File: config.mk
export PLATFORM = sky130hd
export DESIGN_NAME = rios_status
export DESIGN_NICKNAME = d
export VERILOG_FILES = /design/src/hdl/rios_blink.v /design/src/hdl/rios_status.v
export VERILOG_INCLUDE_DIRS = /design/src /design/src/hdl
export SDC_FILE = /design/constraint.sdc
export NUM_CORES = 1
export LEC_CHECK = 0
export BUFFER_PORTS_ARGS = -buffer_cell sky130_fd_sc_hd__buf_2
export CAP_MARGIN = 30
export CORE_MARGIN = 3
export CORE_UTILIZATION = 50
export DETAILED_ROUTE_END_ITERATION = 8
export GPL_ROUTABILITY_DRIVEN = 0
export GPL_TIMING_DRIVEN = 0
export PLACE_DENSITY = 0.86
export REMOVE_ABC_BUFFERS = 1
export SLEW_MARGIN = 10
export SYNTH_ARGS = -nofsm -noshare
export SYNTH_HDL_FRONTEND = slang
export SYNTH_SLANG_ARGS = --single-unit
File: constraint.sdc
create_clock -name i_clk -period 1.9 [get_ports i_clk]
set_input_delay 0.38 -clock i_clk [delete_from_list [all_inputs] [get_ports i_clk]]
set_output_delay 0.38 -clock i_clk [all_outputs]
set_load 0.02 [all_outputs]
File: src/hdl/rios_consts.vh
`ifndef RIOS_CONSTS_VH
`define RIOS_CONSTS_VH

// Blink timebase
`define RIOS_BLINK_HALF_MS      100
`define RIOS_CLK_MHZ            200
`define RIOS_BLINK_HALF_CYC     (`RIOS_BLINK_HALF_MS * 1000 * `RIOS_CLK_MHZ)
`define RIOS_BLINK_CNT_W        32

// Master unit numbers
`define RIOS_UNIT_W             2
`define RIOS_UNIT_MAX           3
`define RIOS_UNIT_STOP_BIT      1

// Slave selector pin positions
`define RIOS_SEL_W              4
`define RIOS_SEL_UNIT_LSB       0
`define RIOS_SEL_UNIT_MSB       1
`define RIOS_SEL_TERM_BIT       3

// Controller flag vectors: one position per master
`define RIOS_FLAG_W             4

`endif

File: src/hdl/rios_blink.v
`timescale 1ns/10ps
`default_nettype none
`include "rios_consts.vh"

// Shared blink timebase: toggles phase every half period
module rios_blink #(
    parameter [`RIOS_BLINK_CNT_W-1:0] HALF_CYC = `RIOS_BLINK_HALF_CYC
) (
    // Clock and reset
    input  wire i_clk,
    input  wire i_rst,
    input  wire i_ce,
    // Phase
    output reg  o_phase
);

    reg [`RIOS_BLINK_CNT_W-1:0] cnt_q;

    always @(posedge i_clk or posedge i_rst)
    begin
        if (i_rst)
        begin
            cnt_q   <= {`RIOS_BLINK_CNT_W{1'b0}};
            o_phase <= 1'b0;
        end
        else if (i_ce)
        begin
            if (cnt_q >= HALF_CYC - 1'b1)
            begin
                cnt_q   <= {`RIOS_BLINK_CNT_W{1'b0}};
                o_phase <= ~o_phase;
            end
            else
            begin
                cnt_q <= cnt_q + 1'b1;
            end
        end
    end

endmodule
`default_nettype wire

File: src/hdl/rios_status.v
// Overview of operation
// Panel unit activity/fault lamp blinks when normal, steady when error present.
// Test switch held repeats test; pass lamp lit until any error.
// Controller must be in program mode while transmission test runs.
// Panel master terminator lamp lit when active, off once terminator found.
// Panel slave I/O fault lamp on local bus error or misrecognition.
// Panel slave unit from pins 1-2, pin 4 terminator, pin 3 ignored.
// Run output on in run or monitor, off in program or error.
// Master unit 0/1: activity blinks if any remote good, dark otherwise; code also holds it dark on a refresh error.
// Master unit 2/3: activity dark on any remote error or refresh error.
// Master fault lamp lit on any remote error or refresh failure.
// End-unit search lamp lit from start until terminator found.
// Refuse operation on duplicate or undefined master unit number.
// Unit number selects one error flag and one restart flag position.
// Unit 0/1 keeps transmitting after transmission errors.
// Unit 2/3 halts all transmission on a transmission error.
// Slave lamps dark until master system check finished.
// Normal slave exchange: activity blinks, both fault lamps dark.
// Slave link error: activity dark, fault1 lit, fault2 dark, run dark.
// Slave local bus fault: both fault lamps lit, run off.
// Configuration changed: activity blinks, fault1 blinks, fault2 steady.
// Units swapped: activity blinks, both fault lamps lit, run off.
// Expansion rack unverified: activity blinks, fault1 lit, fault2 blinks.
// Blink period is a parameter; one shared blink timebase for all lamps.
`timescale 1ns/10ps
`default_nettype none
`include "rios_consts.vh"

module rios_status #(
    parameter [`RIOS_BLINK_CNT_W-1:0] BLINK_HALF_CYC = `RIOS_BLINK_HALF_CYC
) (
    // Clock, reset, enable
    input  wire                     i_clk,
    input  wire                     i_rst,
    input  wire                     i_ce,
    // Controller state
    input  wire                     i_cpu_run,
    input  wire                     i_cpu_program,
    input  wire                     i_cpu_refresh_err,
    // Chain state
    input  wire                     i_xfer_active,
    input  wire                     i_any_remote_ok,
    input  wire                     i_any_remote_err,
    input  wire                     i_terminator_found,
    // Panel master test
    input  wire                     i_test_switch,
    input  wire                     i_test_result_valid,
    input  wire                     i_test_result_err,
    // Numbered master setting
    input  wire [2:0]               i_master_unit_sel,
    input  wire                     i_unit_dup,
    // Slave conditions
    input  wire                     i_check_done,
    input  wire                     i_link_err,
    input  wire                     i_local_bus_err,
    input  wire                     i_misrecognised,
    input  wire                     i_cfg_changed,
    input  wire                     i_io_swapped,
    input  wire                     i_rack_unverified,
    input  wire [`RIOS_SEL_W-1:0]   i_slave_sel,
    // Panel lamps
    output reg                      o_act_fault_lamp,
    output reg                      o_test_pass_lamp,
    output reg                      o_term_search_lamp,
    output reg                      o_io_fault_lamp,
    output reg                      o_test_refused,
    // Numbered master
    output reg                      o_transfer_activity_lamp,
    output reg                      o_xmit_fault_lamp,
    output reg                      o_end_unit_search_lamp,
    output reg                      o_operate,
    output reg                      o_xmit_enable,
    output reg  [`RIOS_FLAG_W-1:0]  o_err_flags,
    output reg  [`RIOS_FLAG_W-1:0]  o_restart_flags,
    // Numbered slave
    output reg                      o_slave_act_lamp,
    output reg                      o_slave_fault1_lamp,
    output reg                      o_slave_fault2_lamp,
    output reg                      o_slave_run_lamp,
    output reg                      o_run_out,
    output reg  [1:0]               o_slave_unit,
    output reg                      o_slave_terminator
);

    // ------------------------------------------------------------
    // Blink timebase
    // ------------------------------------------------------------
    wire blink;

    rios_blink #(
        .HALF_CYC (BLINK_HALF_CYC)
    ) u_blink (
        .i_clk   (i_clk),
        .i_rst   (i_rst),
        .i_ce    (i_ce),
        .o_phase (blink)
    );

    // Blink when normal, steady when error, dark otherwise
    function lamp_code;
        input act;
        input err;
        input ph;
        begin
            lamp_code = err | (act & ph);
        end
    endfunction

    // ------------------------------------------------------------
    // Run qualifier
    // ------------------------------------------------------------
    // Controller running and not being programmed
    function run_ok;
        input run;
        input prog;
        begin
            run_ok = run & ~prog;
        end
    endfunction

    // ------------------------------------------------------------
    // Unit number decode
    // ------------------------------------------------------------
    wire       unit_valid = (i_master_unit_sel <= `RIOS_UNIT_MAX);
    wire [1:0] unit_num   = i_master_unit_sel[1:0];
    wire       stop_mode  = unit_num[`RIOS_UNIT_STOP_BIT];
    wire       op_ok      = unit_valid & ~i_unit_dup;
    wire       any_err    = i_any_remote_err | i_cpu_refresh_err;

    // ------------------------------------------------------------
    // Sticky state
    // ------------------------------------------------------------
    reg test_fail_q;
    reg test_fail_d;
    reg halted_q;
    reg halted_d;
    reg term_found_q;
    reg term_found_d;

    always @*
    begin
        test_fail_d = test_fail_q;
        if (!i_test_switch)
            test_fail_d = 1'b0;
        else if (i_test_result_valid && i_test_result_err)
            test_fail_d = 1'b1;
        halted_d = halted_q;
        // Halt belongs to stop mode only; a unit moved to 0/1 transmits again
        if (!op_ok || !stop_mode)
            halted_d = 1'b0;
        else if (stop_mode && any_err)
            halted_d = 1'b1;
        term_found_d = term_found_q | i_terminator_found;
    end

    always @(posedge i_clk or posedge i_rst)
    begin
        if (i_rst)
        begin
            test_fail_q  <= 1'b0;
            halted_q     <= 1'b0;
            term_found_q <= 1'b0;
        end
        else if (i_ce)
        begin
            test_fail_q  <= test_fail_d;
            halted_q     <= halted_d;
            term_found_q <= term_found_d;
        end
    end

    // ------------------------------------------------------------
    // Slave condition decode, highest severity first
    // ------------------------------------------------------------
    localparam [6:0] SL_OFF    = 7'b000_0001;
    localparam [6:0] SL_NORMAL = 7'b000_0010;
    localparam [6:0] SL_LINK   = 7'b000_0100;
    localparam [6:0] SL_BUS    = 7'b000_1000;
    localparam [6:0] SL_CFG    = 7'b001_0000;
    localparam [6:0] SL_SWAP   = 7'b010_0000;
    localparam [6:0] SL_RACK   = 7'b100_0000;

    reg [6:0] sl_st;

    always @*
    begin
        if (!i_check_done)
            sl_st = SL_OFF;
        else if (i_local_bus_err)
            sl_st = SL_BUS;
        else if (i_link_err)
            sl_st = SL_LINK;
        else if (i_io_swapped)
            sl_st = SL_SWAP;
        else if (i_cfg_changed)
            sl_st = SL_CFG;
        else if (i_rack_unverified)
            sl_st = SL_RACK;
        else
            sl_st = SL_NORMAL;
    end

    reg sl_act;
    reg sl_f1;
    reg sl_f2;
    reg sl_run;

    always @*
    begin
        sl_act = 1'b0;
        sl_f1  = 1'b0;
        sl_f2  = 1'b0;
        sl_run = 1'b0;
        case (sl_st)
            SL_OFF:
            begin
                sl_run = 1'b0;
            end
            SL_NORMAL:
            begin
                sl_act = blink;
                sl_run = run_ok(i_cpu_run, i_cpu_program);
            end
            SL_LINK:
            begin
                sl_f1 = 1'b1;
            end
            SL_BUS:
            begin
                sl_act = i_xfer_active & blink;
                sl_f1  = 1'b1;
                sl_f2  = 1'b1;
            end
            SL_CFG:
            begin
                sl_act = blink;
                sl_f1  = blink;
                sl_f2  = 1'b1;
                sl_run = run_ok(i_cpu_run, i_cpu_program);
            end
            SL_SWAP:
            begin
                sl_act = blink;
                sl_f1  = 1'b1;
                sl_f2  = 1'b1;
            end
            SL_RACK:
            begin
                sl_act = blink;
                sl_f1  = 1'b1;
                sl_f2  = blink;
                sl_run = run_ok(i_cpu_run, i_cpu_program);
            end
            default:
            begin
                sl_run = 1'b0;
            end
        endcase
    end

    wire any_slave_err = i_link_err | i_local_bus_err | i_misrecognised | i_io_swapped;

    // ------------------------------------------------------------
    // Registered outputs
    // ------------------------------------------------------------
    always @(posedge i_clk or posedge i_rst)
    begin
        if (i_rst)
        begin
            o_act_fault_lamp         <= 1'b0;
            o_test_pass_lamp         <= 1'b0;
            o_term_search_lamp       <= 1'b0;
            o_io_fault_lamp          <= 1'b0;
            o_test_refused           <= 1'b0;
            o_transfer_activity_lamp <= 1'b0;
            o_xmit_fault_lamp        <= 1'b0;
            o_end_unit_search_lamp   <= 1'b0;
            o_operate                <= 1'b0;
            o_xmit_enable            <= 1'b0;
            o_err_flags              <= {`RIOS_FLAG_W{1'b0}};
            o_restart_flags          <= {`RIOS_FLAG_W{1'b0}};
            o_slave_act_lamp         <= 1'b0;
            o_slave_fault1_lamp      <= 1'b0;
            o_slave_fault2_lamp      <= 1'b0;
            o_slave_run_lamp         <= 1'b0;
            o_run_out                <= 1'b0;
            o_slave_unit             <= 2'b00;
            o_slave_terminator       <= 1'b0;
        end
        else if (i_ce)
        begin
            o_act_fault_lamp <= lamp_code(i_xfer_active, any_err | any_slave_err, blink);
            o_test_pass_lamp <= i_test_switch & i_cpu_program & ~test_fail_d;
            o_test_refused   <= i_test_switch & ~i_cpu_program;
            o_term_search_lamp <= ~term_found_d;
            o_io_fault_lamp  <= i_check_done & (i_local_bus_err | i_misrecognised);
            o_operate        <= op_ok;
            o_xmit_fault_lamp <= op_ok & any_err;
            o_end_unit_search_lamp <= op_ok & ~term_found_d;
            // Unit 0/1 keeps sending; unit 2/3 stops once errored
            o_xmit_enable    <= op_ok & ~halted_d;
            if (!op_ok)
                o_transfer_activity_lamp <= 1'b0;
            else if (stop_mode)
                o_transfer_activity_lamp <= ~any_err & ~halted_d & blink;
            else
                o_transfer_activity_lamp <= i_any_remote_ok & ~i_cpu_refresh_err & blink;
            o_err_flags      <= {`RIOS_FLAG_W{1'b0}};
            o_restart_flags  <= {`RIOS_FLAG_W{1'b0}};
            if (op_ok)
            begin
                o_err_flags[unit_num]     <= any_err;
                o_restart_flags[unit_num] <= halted_q & ~any_err;
            end
            o_slave_act_lamp    <= sl_act;
            o_slave_fault1_lamp <= sl_f1;
            o_slave_fault2_lamp <= sl_f2;
            o_slave_run_lamp    <= sl_run;
            o_run_out <= sl_run & ~any_slave_err;
            o_slave_unit <= i_slave_sel[`RIOS_SEL_UNIT_MSB:`RIOS_SEL_UNIT_LSB];
            o_slave_terminator <= i_slave_sel[`RIOS_SEL_TERM_BIT];
        end
    end

endmodule
`default_nettype wire

==> run metrics, run 1 <==
NumNets Final=390; worst min path class=in2async; Avg WL per Cell=15.5 um; final setup fails=0; CTS Hold Bufs=0; Post-route DRC=0; layer with the highest usage=met2; register bit total from synthesis=62; vias in the first global route=2509; Total Power=2.99 mW; I/O Pins=54; first-pass GRT wire length=11500 um; R2R Path End=u_blink.cnt_q[31]; core area=5640 um2; grt met1 use=25.4%; worst-margin pin slew=0.582 ns; logic gate share of total power=14.8%; initial core utilization=53.2%; Total GRT Usage=20.3%; worst reg-to-reg path cell count=6; RSZ-0062 raised after global routing=true; Buffers on Ports=52; fraction of layout cells with a size suffix above 1=30.3%; Final Hold Viols=0; clock buffer count from CTS=9; sequential element share of the synthesized area=51.7%; area of the die=6970 um2; ANT nets after route=0; Yosys top cell area share=51.7%; chip height=83.5 um; ys flop type=dfrtp_1; fill cell count=430; Slew headroom=60.8%; fin crit share=98.6%; Cell Chain, Critical Path=nand3_4 > or4_4 > buf_4 > nor3_2 > xnor2_1 > nor2_1; Setup Skew=0.00923 ns; fin area=3690 um2; CP Capture Type=register; largest net degree at the start of global routing=40; most common cell in the netlist=dfrtp_1; M2 GR Usage=32.7%; Worst EP required=2.14 ns; Rows=27; Pleak=1.66 nW; Sw Pwr=0.905 mW; leading area contributor after synthesis=dfrtp_1; detailed placement HPWL=4430 um; CTS tree=yes; ANT cells=0; number of max-cap violations=0; post-route insts no fill=438; Post-DP Area=3340 um2; Synth async-reset ratio=100%; cell count after synthesis=297; worst r2r src=u_blink.cnt_q[5]; fin. max-slew vios=0; clock sink total=62; status=finished clean; clk_lat worst skew=0.35 ns; drt initial violations=140; P&R area growth vs syn=22.9%; Synth area leaders=dfrtp_1, xnor2_1, nor2_1; minimum clock period=1.87 ns; final WL=6800 um; met3 global-route usage=7.50%; Overflow after GRT=0; drt pass-1 iters=4; Syn. warnings=0; Crit-path slowest cell=or4_4; maximum root-to-sink buffer count=2; Peak supply drop=0.438 mV; clk slew on worst S/H paths=0.08 ns; cell family with most CP delay=simple AND/OR/NAND/NOR gates; placed insts=414; CP peak stage delay=0.62 ns; R2R setup slack=0.03 ns; P_int=2.08 mW; Setup CP Type=reg2reg; Post-Syn Area=3000 um2; top post-synthesis cells by count=dfrtp_1, nor2_1, nand2_1, xnor2_1, inv_1; synth unique cells=51; WP data arrival=2.11 ns; sequential share of power=50.8%; Die W=83.5 um; H-tree Lvls=3; WP buf/inv=1; end-of-flow core utilization=65.4%; vias=2496; clock power share=34.4%; synthesized area per cell=10.1 um2; Post-synth EDFFs=0; CP startpoint kind=register; power density over cell area=810 nW/um2; Via-to-Cell Ratio=5.70; sw frac=30.3%; Worst Path Max Fanout=7; fmax=0.534 GHz; initial antenna violation count=0; CTS root buffer=clkbuf_8
[repair_timing]
action	CTS	global route
gates resized for setup	6	18
pin swaps	2	3
buffers inserted	5	3
setup endpoints to repair	35	29
[cell families after synthesis]
kind of cell	after synthesis	share of synthesized area, %
buffers and inverters	26	3.63
adder cells (fa/ha/maj)	1	0.417
flip-flops	62	51.7
AND/OR/NAND/NOR	126	22.2
multiplexers	7	2.50
AO/OA/AOI/OAI	49	12.0
XOR/XNOR	26	7.59
[power groups by stage]
stage / sequential (mW) / combinational (mW) / clock [mW]
after floorplan: 1.54 / 0.192 / 0
after global placement: 1.52 / 0.328 / 0
after detailed placement: 1.53 / 0.348 / 0
after CTS: 1.50 / 0.381 / 1.04
after global routing: 1.53 / 0.491 / 1.12
final: 1.52 / 0.442 / 1.03
[flip-flops by register name, summed over array words and instances, names as in the netlist, 2 cells and up]
| signal | cells |
|---|---|
| o_restart_flags | 4 |
| o_err_flags | 4 |
| o_slave_unit | 2 |
| u_blink.cnt_q | 32 |
[metal layers]
layer / routed length [um] / part of all wire [%] / vias up
li1: - / - / 1196
met1: 2910 / 43 / 1199
met2: 3280 / 48 / 89
met3: 526 / 7.7 / 12
met4: 82 / 1.2 / 0
met5: 0 / 0 / -
[worst register-to-register path, delay by kind of cell, from the launching register on]
kind | cells | cell delay (ns)
buffers and inverters | 1 | 0.19
AND/OR/NAND/NOR | 4 | 1.00
XOR/XNOR | 1 | 0.14
flip-flops | 1 | 0.44
[cell usage in the layout (no fill, tap or decap), types with 3 or more instances in the layout]
master	count
xor2_1	7
clkinvlp_4	3
a21oi_1	8
mux2_2	4
nor4_1	6
o21ai_0	10
nor2_1	40
clkbuf_8	9
nor3_2	5
a21o_1	3
nor2b_1	3
dfrtp_1	58
inv_1	15
nand3_1	9
mux2i_1	3
nor4_4	3
xnor2_1	19
nor2_2	3
o2bb2ai_1	10
buf_4	8
buf_2	51
nand4_1	8
nor3_1	9
nand2_1	22
dfrtp_2	4
[area by class of cell]
cell class | instances | area, um2 | share of cell area, %
sequential | 62 | 1560 | 42.2
multi-input combinational | 209 | 1430 | 38.9
timing repair buffer | 62 | 370 | 10.0
clock buffer | 9 | 124 | 3.36
tap | 72 | 90.1 | 2.44
inverter | 17 | 63.8 | 1.73
clock inverter | 7 | 50.0 | 1.36
[stage by stage]
step | hold WS (ns) | worst slack (ns) | setup TNS (ns)
after floorplan | 0.446 | -0.0332 | -1.37
after global placement | 0.459 | -0.700 | -64.68
after detailed placement | 0.450 | -0.686 | -17.60
after CTS | 0.0728 | -0.00134 | -0.00134
after global routing | 0.0996 | -0.0904 | -0.479
final | 0.0683 | 0.0274 | 0
[worst max-delay path by stage]
stage / end / startpoint / slack [ns] / cells past startpoint
after global placement: o_err_flags[2] / i_rst / -0.70 / 2
after global routing: u_blink.o_phase / u_blink.cnt_q[0] / -0.09 / 7
after CTS: u_blink.cnt_q[21] / u_blink.cnt_q[6] / -0.001 / 5
after detailed placement: u_blink.cnt_q[26] / i_ce / -0.69 / 6
final: u_blink.cnt_q[31] / u_blink.cnt_q[5] / 0.03 / 6
after floorplan: u_blink.o_phase / u_blink.cnt_q[19] / -0.03 / 4
(Power assumes the default switching activity.)
==> inputs of run 2 (changes only) <==
- CORE_MARGIN: 3 -> not set
- CORE_UTILIZATION: 50 -> 55
- PLACE_DENSITY: 0.86 -> 0.89
- clock period: 1.9 -> 1.85 ns (I/O delays scaled with it)
==> run 2 against run 1 <==
  * Via count increased by 2.5%
  * Combinational power decreased by 2%
  * Sequential power increased by 4%
  * Register-to-register slack about the same
  * Sequential share of layout area decreased by 0.22 points
  * Wire length increased by 3.1%
==> run metrics, run 2 (synthesized netlist as in run 1, its figures left out) <==
CP peak stage delay=0.45 ns (-0.17 ns); fmax=0.548 GHz (+2.7%); Avg WL per Cell=16.2 um (+4.0%); clk slew on worst S/H paths=0.07 ns (about the same); I/O Pins=54 (unchanged); Slew headroom=58.1% (-2.7 points); max reg flops=32 (unchanged); drt pass-1 iters=5 (+1); Worst EP required=2.08 ns (-0.06 ns); vias in the first global route=2476 (-1.3%); Setup Skew=0.00938 ns (+0.000149 ns); H-tree Lvls=3 (unchanged); power density over cell area=910 nW/um2 (+12%); worst r2r src=u_blink.cnt_q[8]; Buffers on Ports=52 (unchanged); most common cell after layout, fill and taps aside=dfrtp_1; initial core utilization=58.0% (+4.8 points); core area=5170 um2 (-8.3%); largest net degree at the start of global routing=41 (+2.5%); Worst Setup SP=u_blink.cnt_q[8]; number of max-cap violations=0 (unchanged); Cell Chain, Critical Path=nor4_1 > nand2_1 > nor2_1 > o31ai_4 > buf_8 > xor2_1; Peak supply drop=0.728 mV (+66%); Via-to-Cell Ratio=5.90 (+3.5%); clock sink total=62 (unchanged); clk_lat worst skew=0.35 ns (about the same); status=finished clean; CTS Hold Bufs=0 (unchanged); worst setup margin=0.0261 ns (-0.00131 ns); Final Hold Viols=0 (unchanged); NumNets Final=388 (-0.51%); cell family with most CP delay=simple AND/OR/NAND/NOR gates; vias=2559 (+2.5%); P&R area growth vs syn=24.1%; most frequent cells in the layout=dfrtp_1, buf_2, nor2_1; WP data arrival=2.05 ns (-0.06 ns); clock buffer count from CTS=9 (unchanged); minimum clock period=1.82 ns (-0.0487 ns); chip height=75.9 um (-9.1%); first-pass GRT wire length=11200 um (-2.6%); worst-margin pin slew=0.622 ns (+0.0406 ns); end-of-flow core utilization=72.0% (+6.7 points); area of the die=5760 um2 (-17%); final setup fails=0 (unchanged); CP startpoint kind=register; Worst Path Max Fanout=18 (+11); Overflow after GRT=0 (unchanged); Reg with most FFs=u_blink.cnt_q; ANT cells=0 (unchanged); Die W=75.9 um (-9.1%); fin. max-slew vios=0 (unchanged); CP Capture Type=register; fraction of layout cells with a size suffix above 1=31.0% (+0.72 points); CTS root buffer=clkbuf_8; worst min path class=in2async; worst slack, placed=-0.700 ns (-0.0139 ns); Post-route DRC=0 (unchanged); detailed placement HPWL=4360 um (-1.8%); initial antenna violation count=0 (unchanged); Crit-path slowest cell=dfrtp_2; Total GRT Usage=26.8% (+6.5 points); fin crit share=98.6% (about the same); Pleak=1.66 nW (-0.39%); WP buf/inv=1 (unchanged); Rows=26 (-3.7%); final WL=7010 um (+3.1%); largest registers=u_blink.cnt_q (32), o_err_flags (4), o_restart_flags (4); drt initial violations=138 (-1.4%); Setup CP Type=reg2reg; ANT nets after route=0 (unchanged); CTS tree=yes; maximum root-to-sink buffer count=2 (unchanged); TNS Setup=0 ns (unchanged)
run 2: changes by cell type in the layout (fill, tap and decap cells not counted), moves of 2 or more:
cell        change
buf_4           -3
bufinv_16       +2
clkbuf_8        +2
clkinvlp_4      -2
dfrtp_1         -6
dfrtp_2         +6
run 2: cell type report:
class                   instances  area, um2
inverters                      17       63.8
clock inverters                 5       81.3
well taps                      70       87.6
repair buffers                 59        339
clock buffers                  11        151
multi-input cells             210       1440
flip-flops and latches         62       1560
fillers                       333       1450
run 2: power by group:
group | switching, mW | internal, mW
sequential | 0.123 | 1.46
clock | 0.547 | 0.831
combinational | 0.251 | 0.181
total | 0.921 | 2.47
run 2: what timing repair did:
item                                    4_1_cts  5_1_grt
gates cloned                                  1        0
pin swaps                                     2        1
resized for setup                            11       19
endpoints found under the setup margin       36       36
setup buffers                                 2        3
run 2: per-stage QoR:
step	std cells	total power, mW	hold slack [ns]	instance area [um2]
floorplan	288	1.78	0.436	2960
global placement	410	1.90	0.461	3300
detailed placement	412	1.93	0.434	3340
CTS	431	3.34	0.0528	3650
global route	434	3.51	0.105	3730
finish	434	3.39	0.0477	3730
run 2: per-layer routing:
metal | share of wire, % | GRT usage, %
met4 | 2.4 | 12.6
met5 | 0 | 0
met3 | 7.3 | 8.20
met2 | 49 | 44.2
met1 | 42 | 32.3
run 2: worst paths after layout:
kind                       cells past startpoint  slack [ns]            endpoint
max in group asynchronous                      3        1.22    u_blink.cnt_q[4]
max reg2reg                                    6        0.03     u_blink.o_phase
min                                            2        0.05   u_blink.cnt_q[15]
min in group i_clk                             2        0.21  o_term_search_lamp
max                                            6        0.03     u_blink.o_phase
min reg2reg                                    1        0.49  o_term_search_lamp
run 2: worst reg2reg max path: stages (launching register included):
cell,delay [ns]
dfrtp_2,0.45
nor4_1,0.31
nand2_1,0.12
nor2_1,0.37
o31ai_4,0.14
buf_8,0.18
xor2_1,0.15
